### config.mk
export PLATFORM = sky130hd
export DESIGN_NAME = dcsot_top
export DESIGN_NICKNAME = d
export VERILOG_FILES = /design/src/dcsot_pkg.sv /design/src/dcsot_fifo.sv /design/src/dcsot_top.sv
export SDC_FILE = /design/constraint.sdc
export NUM_CORES = 1
export LEC_CHECK = 0
export BUFFER_PORTS_ARGS = -buffer_cell sky130_fd_sc_hd__buf_2
export CORE_MARGIN = 4
export CORE_UTILIZATION = 40
export DETAILED_ROUTE_END_ITERATION = 12
export GPL_TIMING_DRIVEN = 0
export PLACE_DENSITY = 0.61
export SLEW_MARGIN = 25
export SYNTH_ARGS = -nofsm -noshare
export SYNTH_HDL_FRONTEND = slang
export SYNTH_SLANG_ARGS = --single-unit
### constraint.sdc
create_clock -name i_sys_clk -period 9.3 [get_ports i_sys_clk]
set_clock_uncertainty 0.1 [all_clocks]
set_input_delay 1.86 -clock i_sys_clk [delete_from_list [all_inputs] [get_ports i_sys_clk]]
set_output_delay 1.86 -clock i_sys_clk [all_outputs]
set_load 0.005 [all_outputs]
### src/dcsot_pkg.sv
/*
 * constants shared by the dual-channel sample output timing block:
 * code widths, input scaling, timing counts and latencies.
 * assumes a single 50 MHz system clock; the conversion clock is
 * derived from it by a divide-by-two.
 */
package dcsot_pkg;
    // system clock
    localparam int SYS_CLK_HZ = 50000000;
    localparam int SYS_PERIOD_NS = 20;
    // conversion clock is sys clock / 2, one half period per sys cycle
    localparam int CONV_DIV = 2;
    localparam int CONV_RATE_HZ = SYS_CLK_HZ / CONV_DIV;
    localparam int MAX_RATE_MSPS = 45;
    localparam int MAX_RATE_HZ = MAX_RATE_MSPS * 1000000;
    // latencies in tenths of a conversion cycle
    localparam int LAT_FIRST_TENTHS = 25;
    localparam int LAT_SECOND_TENTHS = 30;
    // latencies in sys cycles (half conversion periods)
    localparam int LAT_FIRST_SYS = (LAT_FIRST_TENTHS * CONV_DIV) / 10;
    localparam int LAT_SECOND_SYS = (LAT_SECOND_TENTHS * CONV_DIV) / 10;
    // due line taps: output regs load one edge after the visible tap
    localparam int DUE_LEN = LAT_FIRST_SYS;
    // code and input widths
    localparam int CODE_W = 10;
    localparam int WORD_W = 2 * CODE_W;
    localparam int SAMPLE_W = 13;
    localparam int FIFO_DEPTH = 16;
    // input scale: one input unit is vref / 2048
    localparam logic signed [SAMPLE_W-1:0] HALF_RANGE_LOW = 13'sh0400;
    localparam logic signed [SAMPLE_W-1:0] HALF_RANGE_HIGH = 13'sh0800;
    localparam int SHIFT_LOW = 1;
    localparam int SHIFT_HIGH = 2;
    localparam logic [CODE_W-1:0] CODE_NEG_FULL = 10'h000;
    localparam logic [CODE_W-1:0] CODE_POS_FULL = 10'h3FF;
    localparam logic [CODE_W-1:0] CODE_RESET = 10'h000;
endpackage

### src/dcsot_fifo.sv
/*
 * synchronous FIFO with valid/ready on both sides.
 * assumes one clock; read data is the head word, valid with o_out_valid.
 */
`timescale 1ns/1ps
`default_nettype none
module dcsot_fifo
    import dcsot_pkg::*;
#(
    parameter int WIDTH = WORD_W,
    parameter int DEPTH = FIFO_DEPTH
) (
    // clock and reset
    input wire logic i_sys_clk,
    input wire logic i_rst_b,
    // fill side
    input wire logic i_in_valid,
    output logic o_in_ready,
    input wire logic [WIDTH-1:0] i_in_data,
    // drain side
    output logic o_out_valid,
    input wire logic i_out_ready,
    output logic [WIDTH-1:0] o_out_data
);
    localparam int AW = $clog2(DEPTH);

    typedef struct packed {
        logic [DEPTH-1:0][WIDTH-1:0] mem;
        logic [AW-1:0] wptr;
        logic [AW-1:0] rptr;
        logic [AW:0] count;
        logic full;
    } dcsot_fifo_state_type;

    dcsot_fifo_state_type st;
    dcsot_fifo_state_type next_st;
    logic push;
    logic pop;

    ////////////////////////////////////////////////////////////////
    // handshakes from registered flags only
    assign o_in_ready = !st.full;
    assign o_out_valid = (st.count != '0);
    assign o_out_data = st.mem[st.rptr];
    assign push = i_in_valid && !st.full;
    assign pop = i_out_ready && (st.count != '0);

    ////////////////////////////////////////////////////////////////
    // pointer and count update
    always_comb begin
        next_st = st;
        if (push) begin
            next_st.mem[st.wptr] = i_in_data;
            next_st.wptr = st.wptr + 1'b1;
        end
        if (pop) begin
            next_st.rptr = st.rptr + 1'b1;
        end
        // simultaneous push and pop leaves count unchanged
        next_st.count = st.count + {{AW{1'b0}}, push} - {{AW{1'b0}}, pop};
        next_st.full = (next_st.count == (AW+1)'(DEPTH));
    end

    always_ff @(posedge i_sys_clk or negedge i_rst_b) begin
        if (!i_rst_b) begin
            st <= '0;
        end else begin
            st <= next_st;
        end
    end
endmodule
`default_nettype wire

### src/dcsot_top.sv
/*
 * dual-channel sample output timing: samples two channels together,
 * quantizes to ten bits and presents them in parallel or multiplexed
 * layout with fixed latency, through a 16-word buffer.
 * assumes sample inputs are synchronous to i_sys_clk and expressed in
 * units of vref/2048; the conversion clock is made here and driven out.
 */
// Notes on behaviour
// RULE1 - both channels sampled on conversion falling edge
// RULE2 - parallel layout: each channel own bus, rising
// RULE3 - multiplexed: first on rise, second on fall
// RULE4 - parallel latency 2.5 conversion cycles
// RULE5 - multiplexed latency 2.5 first, 3.0 second
// RULE6 - converts only while clocked and sleeps low
// RULE7 - out-of-range inputs saturate to full scale
// RULE8 - gain pin sets step factor 1 or 2
// RULE9 - one new result every conversion cycle
// RULE10 - ten-bit codes, rate at most 45 MSPS
// RULE11 - capture side latches on delayed phase indicator
// RULE12 - layout select high parallel, low multiplexed
// RULE13 - one shared clock drives both channels
// RULE14 - phase indicator high first, low second
`timescale 1ns/1ps
`default_nettype none
module dcsot_top
    import dcsot_pkg::*;
(
    // clock and reset
    input wire logic i_sys_clk,
    input wire logic i_rst_b,
    // analog sample stream, both channels together
    input wire logic i_smp_valid,
    output logic o_smp_ready,
    input wire logic signed [SAMPLE_W-1:0] i_first_sample,
    input wire logic signed [SAMPLE_W-1:0] i_second_sample,
    // control pins
    input wire logic i_gain_pin,
    input wire logic i_layout_select_pin,
    input wire logic i_deep_sleep_pin,
    input wire logic i_quick_sleep_pin,
    // conversion clock and output buses
    output logic o_conv_clk,
    output logic [CODE_W-1:0] o_first_channel_bus,
    output logic [CODE_W-1:0] o_second_channel_bus,
    output logic o_phase_ind,
    output logic o_running
);
    // rate check kept at elaboration: the divided clock stays in range
    localparam bit RATE_OK = (CONV_RATE_HZ <= MAX_RATE_HZ); // RULE10

    typedef struct packed {
        logic conv_clk;
        logic [DUE_LEN-1:0] due;
        logic [CODE_W-1:0] first_bus;
        logic [CODE_W-1:0] second_bus;
        logic [CODE_W-1:0] held_second;
        logic phase_ind;
        logic running;
        logic mux_pending;
    } dcsot_state_type;

    dcsot_state_type st;
    dcsot_state_type next_st;
    logic running_now;
    logic sample_edge;
    logic push;
    logic fifo_in_ready;
    logic fifo_out_valid;
    logic pop;
    logic [WORD_W-1:0] push_word;
    logic [WORD_W-1:0] head_word;

    ////////////////////////////////////////////////////////////////
    // quantizer: clamp to the range set by gain, then scale
    function automatic logic [CODE_W-1:0] dcsot_quantize(
        input logic signed [SAMPLE_W-1:0] x,
        input logic gain
    );
        logic signed [SAMPLE_W-1:0] half;
        logic [SAMPLE_W-1:0] shifted;
        half = gain ? HALF_RANGE_HIGH : HALF_RANGE_LOW; // RULE8
        shifted = '0;
        if (x < -half) begin
            dcsot_quantize = CODE_NEG_FULL; // RULE7
        end else if (x >= half) begin
            dcsot_quantize = CODE_POS_FULL; // RULE7
        end else begin
            // offset binary, step of 2 or 4 input units
            shifted = SAMPLE_W'(x + half);
            if (gain) begin
                dcsot_quantize = CODE_W'(shifted >> SHIFT_HIGH); // RULE10
            end else begin
                dcsot_quantize = CODE_W'(shifted >> SHIFT_LOW); // RULE10
            end
        end
    endfunction

    ////////////////////////////////////////////////////////////////
    // conversion enable and sample capture
    assign running_now = !i_deep_sleep_pin && !i_quick_sleep_pin; // RULE6
    // conv clock high now, low after this edge: that edge samples
    assign sample_edge = running_now && st.conv_clk; // RULE1
    assign push = sample_edge && i_smp_valid && fifo_in_ready;
    // both channels quantized in the same cycle from one clock
    assign push_word = {dcsot_quantize(i_first_sample, i_gain_pin),
                        dcsot_quantize(i_second_sample, i_gain_pin)}; // RULE13
    // head leaves the buffer when its latency has run out
    assign pop = running_now && st.due[DUE_LEN-1] && fifo_out_valid; // RULE9

    ////////////////////////////////////////////////////////////////
    // buffer between sampling and output drivers; full stalls the source
    dcsot_fifo #(
        .WIDTH(WORD_W),
        .DEPTH(FIFO_DEPTH)
    ) dcsot_fifo_inst (
        .i_sys_clk(i_sys_clk),
        .i_rst_b(i_rst_b),
        .i_in_valid(sample_edge && i_smp_valid),
        .o_in_ready(fifo_in_ready),
        .i_in_data(push_word),
        .o_out_valid(fifo_out_valid),
        .i_out_ready(pop),
        .o_out_data(head_word)
    );

    ////////////////////////////////////////////////////////////////
    // conversion clock, latency line and output stage
    always_comb begin
        next_st = st;
        next_st.running = running_now;
        if (running_now) begin
            // clock stops while asleep, so the pipeline freezes too
            next_st.conv_clk = !st.conv_clk; // RULE6
            next_st.due = {st.due[DUE_LEN-2:0], push}; // RULE4
            if (pop && i_layout_select_pin) begin
                // parallel: both buses on the rising conversion edge
                next_st.first_bus = head_word[WORD_W-1:CODE_W]; // RULE2
                next_st.second_bus = head_word[CODE_W-1:0]; // RULE2
                next_st.phase_ind = 1'b0;
                next_st.mux_pending = 1'b0;
            end else if (pop) begin
                // multiplexed: first word now, second half a cycle on
                next_st.first_bus = head_word[WORD_W-1:CODE_W]; // RULE3
                next_st.held_second = head_word[CODE_W-1:0];
                next_st.phase_ind = 1'b1; // RULE14
                next_st.mux_pending = 1'b1;
            end else if (st.mux_pending) begin
                // falling edge: second word on the first bus
                next_st.first_bus = st.held_second; // RULE5
                next_st.phase_ind = 1'b0; // RULE14
                next_st.mux_pending = 1'b0;
            end
            if (!i_layout_select_pin) begin
                // second bus idles at zero in multiplexed layout
                next_st.second_bus = CODE_RESET;
            end
        end
    end

    always_ff @(posedge i_sys_clk or negedge i_rst_b) begin
        if (!i_rst_b) begin
            st <= '0;
        end else begin
            st <= next_st;
        end
    end

    ////////////////////////////////////////////////////////////////
    // outputs, each straight from a state flip-flop
    assign o_smp_ready = fifo_in_ready;
    assign o_conv_clk = st.conv_clk;
    assign o_first_channel_bus = st.first_bus;
    assign o_second_channel_bus = st.second_bus;
    assign o_phase_ind = st.phase_ind;
    assign o_running = st.running;
endmodule
`default_nettype wire

==> results.sh, run 1 <==
export IMPL_htreeDepth=2
export IMPL_cts_hold_buf=0
export IMPL_cp_slowest_stage_delay_ns=0.75
export IMPL_wl_met1_mm=22.8
export IMPL_dieArea_um2=46000
export IMPL_hold_depth=2
export IMPL_power_frac_seq_pct=40.5
export IMPL_post_dp_hpwl_mm=34.9
export IMPL_dp_cells=2007
export IMPL_cts_root_buf="clkbuf_16"
export IMPL_antenna_found_initial=2
export IMPL_wl_mm=48.2
export IMPL_cts_sinks=373
export IMPL_dpl_instance_area_um2=18100
export IMPL_relSlewSlack_pct=33.9
export IMPL_drt_iter0_markers=1102
export IMPL_finalHoldViolCount=0
export IMPL_power_density_nw_per_um2=295
export IMPL_vdd_drop_max_mv=0.118
export IMPL_fin_area_um2=19600
export IMPL_p_leak_nw=8.62
export IMPL_synth_top_area_cell="dfrtp_1"
export IMPL_port_buffers=56
export IMPL_min_period_ns=4.86
export IMPL_cts_tree="built"
export IMPL_drc=0
export IMPL_final_cells=2078
export IMPL_n_fill_cell=3817
export IMPL_detail_route_antenna_nets=0
export IMPL_worstPathCellList="buf_2 > nor4b_2 > buf_2 > and2_1 > buf_2 > ha_1 > inv_1 > fa_1 > inv_1 > or3_1 > nor4b_1"
export IMPL_rsz0062_at_grt="false"
export IMPL_synth_area_um2=17100
export IMPL_ys_types=55
export IMPL_grtUsageTotal_pct=20.9
export IMPL_rr_worst_depth=10
export IMPL_report_final_setup_viol=0
export IMPL_ys_warn_count=0
export IMPL_clock_path_buffers=3
export IMPL_synth_most_common_cell="dfrtp_1"
export IMPL_nets=1561
export IMPL_p_switching_mw=1.82
export IMPL_synth_top_area_share_pct=54.7
export IMPL_path_clk_slew_ns=0.06
export IMPL_grt_max_degree=87
export IMPL_initial_core_util_pct=40.6
export IMPL_critical_path_class="primary input to register"
export IMPL_synth_commonest_cells="dfrtp_1, nand2_1, o21ai_1"
export IMPL_postCtsSetupRepairBufs=0
export IMPL_coreArea_um2=42000
export IMPL_synthArstFlopShare_pct=100
export IMPL_total_power_mw=5.76
export IMPL_synthTopCellsByArea="dfrtp_1, mux4_2, o2bb2ai_1"
export IMPL_dr_max_layer_used="met5"
export IMPL_cp_end_kind="register"
export IMPL_maxSlewViolCount=0
export IMPL_grt_pass1_vias=12400
export IMPL_num_io_pins=57
export IMPL_ys_seq_elements=373
export IMPL_whs_ns=0.377
export IMPL_gp_congestion=0.855
export IMPL_grt_first_pass_wirelength_mm=76.2
export IMPL_startpoint_type="primary input"
export IMPL_internal_power_mw=3.95
export IMPL_fin_crit_sh_pct=52.2
export IMPL_cts_buffers=40
export IMPL_wl_per_cell_um=23.2
export IMPL_crit_arrival_ns=5.20
export IMPL_min_path_type="register to register"
export IMPL_syn_nets=1459
export IMPL_path_common_cell="buf_2"
export IMPL_synthCells=1408
export IMPL_vias=12400
export IMPL_rows=75
export IMPL_dr_pass1_iters=7
export IMPL_combPwrFrac_pct=29.6
export IMPL_p_clk_share_pct=29.8
export IMPL_fin_util_pct=46.5
export IMPL_wl_met2_mm=20.8
export IMPL_yosysSeqAreaShare_pct=54.7
export IMPL_syn_avg_cell_area_um2=12.1
export IMPL_worstPathMaxFanout=10
export IMPL_die_x_um=215
export IMPL_viasPerCell=5.95
export IMPL_max_freq_mhz=206
export IMPL_synth_main_ff_cell="dfrtp_1"
export IMPL_drive_above_1_share_pct=16.8
export IMPL_crit_slowest_cell="nor4b_2"
export IMPL_worst_endpoint_required_ns=9.64
export IMPL_synth_edf_count=0
export IMPL_clk_latency_ns=0.54
export IMPL_status="complete, no violations"
export IMPL_die_h_um=215
export IMPL_maxCapViolCount=0
export IMPL_overflow=0
export IMPL_syn_to_final_growth_pct=14.7
export IMPL_tightestPinTransition_ns=0.989
export IMPL_post_cts_resize_count=0
export IMPL_route_met3_wl_mm=3.56
export IMPL_antennaDiodeCount=0
export IMPL_switching_share_pct=31.5
worst paths after layout:
check	startpoint	endpoint	slack [ns]
setup / recovery	i_quick_sleep_pin	dcsot_fifo_inst.st[0]	4.44
min in group asynchronous	i_rst_b	dcsot_fifo_inst.st[167]	1.24
hold reg to reg	st[33]	st[34]	0.38
setup reg to reg	dcsot_fifo_inst.st[0]	dcsot_fifo_inst.st[0]	5.46
hold / removal	st[33]	st[34]	0.38
max in group asynchronous	i_rst_b	o_second_channel_bus[3]	6.98
per-layer routing:
metal	track usage (%)	vias up
met1	31.8	6343
met2	30.7	440
met5	0	-
met4	5.36	4
li1	-	5490
met3	4.56	80
cells by family after synthesis:
| kind of cell | Yosys count | share of synthesized area, % |
|---|---|---|
| AO/OA/AOI/OAI | 419 | 17.4 |
| XOR/XNOR | 10 | 0.513 |
| adder cells (fa/ha/maj) | 18 | 1.36 |
| buffers and inverters | 166 | 4.44 |
| flip-flops | 373 | 54.7 |
| multiplexers | 118 | 13.0 |
| AND/OR/NAND/NOR | 304 | 8.49 |
cells in the final DEF, fill, tap and decap left out, types with 7 or more instances in the layout:
cell type and instances:
dfrtp_1 373, nand2_1 187, o21ai_1 164, o2bb2ai_1 140, clkbuf_1 100, buf_2 74, mux4_2 73, a22o_1 50
clkbuf_16 41, nand3_1 34, mux2i_1 28, buf_4 21, o22ai_1 21, inv_1 20, and3_1 20, ha_1 17
clkbuf_8 11, a211oi_1 10, mux2_2 10, a221o_1 10, a222oi_1 10, nand4_1 9, nand2b_1 8, xnor2_1 8
nor2b_1 7, mux4_1 7
sequential cells by signal (all words and copies together), names as in the netlist:
| signal | flops |
|---|---|
| o_second_channel_bus | 10 |
| dcsot_fifo_inst.st | 334 |
| st | 16 |
| o_phase_ind | 1 |
| o_first_channel_bus | 10 |
| o_conv_clk | 1 |
| o_running | 1 |
area by class of cell:
class / instances / area [µm²] / area share, %
clock buffer: 56 / 1190 / 6.09
multi-input combinational: 869 / 6970 / 35.6
buffer: 145 / 679 / 3.47
tap: 539 / 674 / 3.45
inverter: 21 / 78.8 / 0.403
clock inverter: 15 / 235 / 1.20
sequential: 373 / 9330 / 47.7
timing repair buffer: 60 / 400 / 2.05
worst max-delay path, delay by kind of cell:
| kind | cells | cell delay (ns) |
|---|---|---|
| simple gates | 4 | 1.66 |
| buf+inv | 5 | 0.95 |
| fa+ha+maj | 2 | 0.72 |
power by group through the flow:
stage	Sequential, mW	Clock (mW)	Combinational (mW)
after global routing	2.39	1.81	1.87
after floorplan	2.26	0	1.22
after CTS	2.33	1.75	1.71
final	2.34	1.72	1.71
after global placement	2.34	0	1.66
after detailed placement	2.35	0	1.70
metrics by stage:
stage / TNS (ns) / worst slack [ns]
after detailed placement: 0 / 3.86
after CTS: 0 / 4.41
after global placement: -320.94 / -0.909
final: 0 / 4.44
after global routing: 0 / 4.16
after floorplan: 0 / 4.82
Power figures use the tool's default switching activity.
==> run 2, diff against run 1 <==
--- a/config.mk
+++ b/config.mk
@@ -5,6 +5,7 @@
 export SDC_FILE = /design/constraint.sdc
 export NUM_CORES = 1
 export LEC_CHECK = 0
+export ABC_AREA = 1
 export BUFFER_PORTS_ARGS = -buffer_cell sky130_fd_sc_hd__buf_2
 export CORE_MARGIN = 4
 export CORE_UTILIZATION = 40
==> constraint.sdc (replaced) <==
create_clock -name i_sys_clk -period 4.67 [get_ports i_sys_clk]
set_clock_uncertainty 0.1 [all_clocks]
set_input_delay 0.934 -clock i_sys_clk [delete_from_list [all_inputs] [get_ports i_sys_clk]]
set_output_delay 0.934 -clock i_sys_clk [all_outputs]
set_load 0.005 [all_outputs]
==> run 2 against run 1 <==
First-iteration DRC count up 43%; clock-buffer cell count grew 6; largest power group is now combinational cells; utilization fell by 0.062 points; area after synthesis grew 5.7%; design area is 5.5% higher; via count is 28% higher; sequential share of layout area is 2.5 points lower; critical endpoint unchanged.
==> results.sh, run 2 <==
export IMPL_status="complete, no violations"
export IMPL_crit_slowest_cell="fa_1"
export IMPL_synth_xor_area_share_pct=0.486
export IMPL_grtUsageTotal_pct=24.0
export IMPL_syn_nets=2352
export IMPL_ys_warn_count=0
export IMPL_regMostFlops="dcsot_fifo_inst.st"
export IMPL_grt_max_degree=75
export IMPL_overflow=0
export IMPL_postCtsSetupRepairBufs=0
export IMPL_yosysSeqAreaShare_pct=51.8
export IMPL_worstPathMaxFanout=10
export IMPL_crit_arrival_ns=3.56
export IMPL_power_density_nw_per_um2=620
export IMPL_tightestPinTransition_ns=0.857
export IMPL_dr_max_layer_used="met4"
export IMPL_synth_top_family_by_area="simple AND/OR/NAND/NOR gates"
export IMPL_min_path_type="primary input to async pin"
export IMPL_initial_core_util_pct=40.6
export IMPL_syn_to_final_growth_pct=14.5
export IMPL_report_final_setup_viol=0
export IMPL_wl_mm=57.0
export IMPL_gp_congestion=0.920
export IMPL_synthArstFlopShare_pct=100
export IMPL_synthCells=2301
export IMPL_final_cell_mix="nand2_1, dfrtp_1, o21ai_0"
export IMPL_max_freq_mhz=310
export IMPL_switching_share_pct=39.9
export IMPL_relSlewSlack_pct=42.9
export IMPL_cp_top_family="adder cells"
export IMPL_vias=15800
export IMPL_fin_area_um2=20600
export IMPL_ys_seq_elements=373
export IMPL_startpoint_type="register"
export IMPL_synth_fa_ha_area_share_pct=1.29
export IMPL_grt_pass1_vias=15500
export IMPL_place_ws_ns=1.11
export IMPL_reg_largest_list="dcsot_fifo_inst.st: 334 flops, st: 16 flops"
export IMPL_setup_slack_ns=1.44
export IMPL_synth_simple_area_share_pct=25.0
export IMPL_dpl_instance_area_um2=19200
export IMPL_antenna_found_initial=0
export IMPL_port_buffers=56
export IMPL_finalHoldViolCount=0
export IMPL_wl_per_cell_um=18.8
export IMPL_dr_pass1_iters=6
export IMPL_cp_end_kind="register"
export IMPL_wl_met2_mm=25.6
export IMPL_rows=77
export IMPL_die_h_um=220
export IMPL_combPwrFrac_pct=36.9
export IMPL_internal_power_mw=7.70
export IMPL_htreeDepth=2
export IMPL_drt_iter0_markers=1575
export IMPL_n_fill_cell=4469
export IMPL_cts_buffers=42
export IMPL_synth_main_ff_cell="dfrtp_1"
export IMPL_synth_edf_count=0
export IMPL_p_leak_nw=10.0
export IMPL_nets=2457
export IMPL_viasPerCell=5.23
export IMPL_maxCapViolCount=0
export IMPL_final_common_cell="nand2_1"
export IMPL_synth_compound_area_share_pct=12.8
export IMPL_vdd_drop_max_mv=0.381
export IMPL_wl_met1_mm=25.8
export IMPL_coreArea_um2=44400
export IMPL_maxSlewViolCount=0
export IMPL_clk_latency_ns=0.57
export IMPL_path_clk_slew_ns=0.06
export IMPL_worstPathCellList="inv_1 > ha_1 > nand3_2 > nand2_1 > nor2_2 > buf_2 > ha_1 > inv_1 > ha_1 > inv_1 > fa_1 > o21ai_0 > xor2_1 > nor3_1"
export IMPL_p_switching_mw=5.11
export IMPL_die_x_um=220
export IMPL_cp_slowest_stage_delay_ns=0.41
export IMPL_multi_input_area_um2=7130
export IMPL_regArea_um2=9330
export IMPL_synth_area_um2=18000
export IMPL_post_dp_hpwl_mm=41.1
export IMPL_cts_sinks=373
export IMPL_cts_tree="built"
export IMPL_drc=0
export IMPL_largest_register_ffs=334
export IMPL_synth_commonest_cells="nand2_1, dfrtp_1, o21ai_0"
export IMPL_antennaDiodeCount=0
export IMPL_muxShareOfSynthArea_pct=0
export IMPL_synthTopCellsByArea="dfrtp_1, nand2_1, o21ai_0"
export IMPL_drive_above_1_share_pct=10.8
export IMPL_worst_endpoint_required_ns=5.00
export IMPL_cp_num_buf_inv=4
export IMPL_detail_route_antenna_nets=0
export IMPL_cts_hold_buf=0
export IMPL_power_frac_seq_pct=36.0
export IMPL_rsz0062_at_grt="false"
export IMPL_grt_first_pass_wirelength_mm=90.2
export IMPL_critical_path_class="register to register"
export IMPL_route_met3_wl_mm=4.40
export IMPL_p_clk_share_pct=27.1
export IMPL_clock_path_buffers=3
export IMPL_min_period_ns=3.23
export IMPL_num_io_pins=57
export IMPL_cts_root_buf="clkbuf_16"
export IMPL_dieArea_um2=48500
export IMPL_syn_avg_cell_area_um2=7.83
export IMPL_fin_crit_sh_pct=69.2
export IMPL_synth_top_area_cell="dfrtp_1"
export IMPL_post_cts_resize_count=0
export IMPL_ys_types=31
export IMPL_synth_top_area_share_pct=51.8
export IMPL_synth_most_common_cell="nand2_1"
-- run 2: cells by family (layout without fill, tap and decap cells) --
| family | count (synthesis) | in the layout |
|---|---|---|
| and+or+nand+nor | 1110 | 1110 |
| DFF | 373 | 373 |
| xor gates and xnor gates | 10 | 10 |
| buffers and inverters | 350 | 485 |
| AOI/OAI and AO/OA | 440 | 440 |
| adders and majority gates | 18 | 18 |
-- run 2: per-layer routing --
metal | up-vias | global-route usage [%]
met3 | 80 | 4.45
met4 | 0 | 6.18
met1 | 7628 | 34.6
li1 | 7552 | -
met2 | 575 | 37.6
met5 | - | 0
-- run 2: final timing paths --
path / from / endpoint / slack [ns] / depth (start not counted)
worst max-delay path: dcsot_fifo_inst.st[4] / dcsot_fifo_inst.st[0] / 1.44 / 14
worst min-delay path: i_rst_b / dcsot_fifo_inst.st[70] / 0.21 / 1
worst max register to register: dcsot_fifo_inst.st[4] / dcsot_fifo_inst.st[0] / 1.44 / 14
worst min register to register: o_second_channel_bus[9] / o_second_channel_bus[9] / 0.38 / 2
max in group asynchronous: i_rst_b / dcsot_fifo_inst.st[316] / 3.14 / 3
min in group i_sys_clk: o_second_channel_bus[9] / o_second_channel_bus[9] / 0.38 / 2
-- run 2: power by group through the flow --
| stage | Combinational [mW] | Clock [mW] | Sequential [mW] |
|---|---|---|---|
| after floorplan | 3.02 | 0 | 4.48 |
| after global placement | 4.55 | 0 | 4.62 |
| after detailed placement | 4.63 | 0 | 4.64 |
| after CTS | 4.65 | 3.52 | 4.60 |
| after global routing | 5.25 | 3.66 | 4.71 |
| final | 4.72 | 3.47 | 4.61 |
-- run 2: layout make-up --
| type | instances | share of cell area [%] |
|---|---|---|
| Buffer | 180 | 4.46 |
| Clock buffer | 62 | 6.24 |
| Clock inverter | 12 | 0.794 |
| Inverter | 170 | 3.10 |
| Multi-Input combinational cell | 1578 | 34.5 |
| Sequential cell | 373 | 45.2 |
| Tap cell | 592 | 3.59 |
| Timing Repair Buffer | 61 | 2.07 |
-- run 2: per-stage QoR --
step	cells	TNS, ns	hold WS (ns)	power [mW]	utilization [%]
2_1_floorplan	2301	0	0.342	7.50	-
3_3_place_gp	2949	-1790.28	0.354	9.17	42.9
3_5_place_dp	2954	0	0.367	9.27	43.2
4_1_cts	3028	0	0.211	12.8	46.5
5_1_grt	3028	0	0.236	13.6	46.5
6_report	3028	0	0.207	12.8	46.5
==> run 3, diff against run 2 <==
--- a/config.mk
+++ b/config.mk
@@ -11,7 +11,7 @@
 export CORE_UTILIZATION = 40
 export DETAILED_ROUTE_END_ITERATION = 12
 export GPL_TIMING_DRIVEN = 0
-export PLACE_DENSITY = 0.61
+export PLACE_DENSITY = 0.63
 export SLEW_MARGIN = 25
 export SYNTH_ARGS = -nofsm -noshare
 export SYNTH_HDL_FRONTEND = slang
==> constraint.sdc (replaced) <==
create_clock -name i_sys_clk -period 2.9 [get_ports i_sys_clk]
set_clock_uncertainty 0.1 [all_clocks]
set_input_delay 0.58 -clock i_sys_clk [delete_from_list [all_inputs] [get_ports i_sys_clk]]
set_output_delay 0.58 -clock i_sys_clk [all_outputs]
set_load 0.005 [all_outputs]
==> run 3 against run 2 <==
Sequential power up 61%; via count decreased by 0.79%; final cell count barely moved; maximum frequency increased by 19%; die area is the same; sequential cell count unchanged; clock power rose by 58%; design area about the same; non-clock buffer count is 1 higher; critical path type unchanged; largest power group unchanged.
==> results.sh, run 3 (synthesis results as in run 2) <==
export IMPL_status="complete, no violations"
export IMPL_antenna_found_initial=0
export IMPL_combPwrFrac_pct=37.4
export IMPL_die_x_um=220
export IMPL_route_met3_wl_mm=5.38
export IMPL_reg_largest_list="dcsot_fifo_inst.st: 334 flops, st: 16 flops"
export IMPL_crit_arrival_ns=3.09
export IMPL_maxSlewViolCount=0
export IMPL_wl_met2_mm=24.9
export IMPL_dr_max_layer_used="met4"
export IMPL_drive_above_1_share_pct=10.8
export IMPL_vias=15700
export IMPL_worstPathCellList="inv_1 > ha_1 > nand3_2 > nand2_2 > nor2_4 > buf_6 > ha_1 > inv_1 > ha_1 > inv_1 > fa_2 > xnor2_1 > nor2_1 > nand2_1 > nor3_2"
export IMPL_relSlewSlack_pct=41.9
export IMPL_maxCapViolCount=0
export IMPL_final_common_cell="nand2_1"
export IMPL_grt_first_pass_wirelength_mm=88.0
export IMPL_regMostFlops="dcsot_fifo_inst.st"
export IMPL_clock_path_buffers=3
export IMPL_final_cell_mix="nand2_1, dfrtp_1, o21ai_0"
export IMPL_detail_route_antenna_nets=0
export IMPL_min_path_type="primary input to register"
export IMPL_nets=2458
export IMPL_num_io_pins=57
export IMPL_p_clk_share_pct=26.5
export IMPL_setup_tns_final_ns=0
export IMPL_setup_slack_ns=0.185
export IMPL_antennaDiodeCount=0
export IMPL_n_fill_cell=4342
export IMPL_worstPathMaxFanout=10
export IMPL_cp_num_buf_inv=4
export IMPL_syn_to_final_growth_pct=14.5
export IMPL_dr_pass1_iters=6
export IMPL_vdd_drop_max_mv=0.661
export IMPL_htreeDepth=2
export IMPL_total_power_mw=20.6
export IMPL_cts_buffers=42
export IMPL_switching_share_pct=40.3
export IMPL_overflow=0
export IMPL_critical_path_class="register to register"
export IMPL_place_ws_ns=-0.301
export IMPL_wl_met1_mm=24.9
export IMPL_cts_sinks=373
export IMPL_power_density_nw_per_um2=999
export IMPL_viasPerCell=5.18
export IMPL_report_final_setup_viol=0
export IMPL_p_leak_nw=10.0
export IMPL_finalHoldViolCount=0
export IMPL_largest_register_ffs=334
export IMPL_drc=0
export IMPL_fin_crit_sh_pct=93.6
export IMPL_power_frac_seq_pct=36.0
export IMPL_grt_pass1_vias=15300
export IMPL_initial_core_util_pct=40.6
export IMPL_clk_latency_ns=0.57
export IMPL_wl_mm=56.6
export IMPL_crit_slowest_cell="dfrtp_1"
export IMPL_rows=77
export IMPL_max_freq_mhz=368
export IMPL_rsz0062_at_grt="false"
export IMPL_worst_endpoint_required_ns=3.28
export IMPL_grt_max_degree=94
export IMPL_tightestPinTransition_ns=0.872
export IMPL_cts_root_buf="clkbuf_16"
export IMPL_min_period_ns=2.72
export IMPL_cts_tree="built"
export IMPL_p_switching_mw=8.31
export IMPL_cp_end_kind="register"
export IMPL_die_h_um=220
export IMPL_cp_top_family="adder cells"
export IMPL_wl_per_cell_um=18.7
export IMPL_r2r_setup_slack_ns=0.18
export IMPL_gp_congestion=0.927
export IMPL_post_dp_hpwl_mm=40.8
export IMPL_coreArea_um2=44400
export IMPL_internal_power_mw=12.3
export IMPL_path_clk_slew_ns=0.06
export IMPL_startpoint_type="register"
export IMPL_whs_ns=0.287
export IMPL_drt_iter0_markers=1432
export IMPL_grtUsageTotal_pct=23.4
export IMPL_port_buffers=56
export IMPL_cp_slowest_stage_delay_ns=0.39
export IMPL_dieArea_um2=48500
-- run 3: cell types whose count changed in the layout (fill, tap and decap cells not counted), moves of 2 or more --
cell	before	now
clkbuf_1	73	78
clkbuf_16	43	45
clkbuf_8	14	8
clkinv_2	7	9
-- run 3: power groups by stage --
stage	Combinational, mW	Sequential, mW	Clock (mW)
final	7.71	7.43	5.47
after global placement	7.33	7.44	0
after CTS	7.51	7.41	5.57
after global routing	8.50	7.58	5.77
after floorplan	4.86	7.22	0
after detailed placement	7.47	7.48	0
-- run 3: per-stage QoR --
stage / utilization (%) / cell area [µm²] / cells
global route: 46.5 / 20600 / 3031
floorplan: - / 18000 / 2301
finish: 46.5 / 20600 / 3031
CTS: 46.4 / 20600 / 3031
detailed placement: 43.2 / 19200 / 2953
global placement: 42.9 / 19000 / 2949
-- run 3: area by class of cell --
type / count / area, µm² / share of cell area (%)
buffer: 180 / 927 / 4.49
clock inverter: 13 / 144 / 0.697
timing repair buffer: 62 / 418 / 2.03
sequential: 373 / 9330 / 45.2
multi-input combinational: 1578 / 7150 / 34.7
clock buffer: 63 / 1270 / 6.17
inverter: 170 / 641 / 3.10
tap: 592 / 741 / 3.59
-- run 3: repair_timing --
item                                   4_1_cts  5_1_grt
pin swaps                                    1        0
setup buffers                                1        0
hold buffers                                 1        0
endpoints found under the hold margin       64        0
gates resized for setup                      3        6
setup endpoints to repair                    2        2
-- run 3: layer usage --
| layer | GRT usage [%] | up-vias |
|---|---|---|
| li1 | - | 7544 |
| met1 | 32.7 | 7484 |
| met2 | 36.2 | 583 |
| met3 | 6.28 | 99 |
| met4 | 6.76 | 0 |
| met5 | 0 | - |
-- run 3: worst reg2reg max path, cell delays in order, from the launching register on --
cell,delay [ns]
dfrtp_1,0.39
inv_1,0.09
ha_1,0.18
nand3_2,0.15
nand2_2,0.13
nor2_4,0.05
buf_6,0.14
ha_1,0.29
inv_1,0.06
ha_1,0.16
inv_1,0.06
fa_2,0.37
xnor2_1,0.16
nor2_1,0.09
nand2_1,0.07
nor3_2,0.16
-- run 3: final timing paths --
| path | startpoint | cells past startpoint | end |
|---|---|---|---|
| max | dcsot_fifo_inst.st[4] | 15 | dcsot_fifo_inst.st[0] |
| min | i_layout_select_pin | 5 | st[4] |
| max reg2reg | dcsot_fifo_inst.st[4] | 15 | dcsot_fifo_inst.st[0] |
| min reg2reg | st[34] | 2 | st[35] |
| max in group asynchronous | i_rst_b | 4 | dcsot_fifo_inst.st[191] |
| min in group asynchronous | i_rst_b | 2 | dcsot_fifo_inst.st[3] |
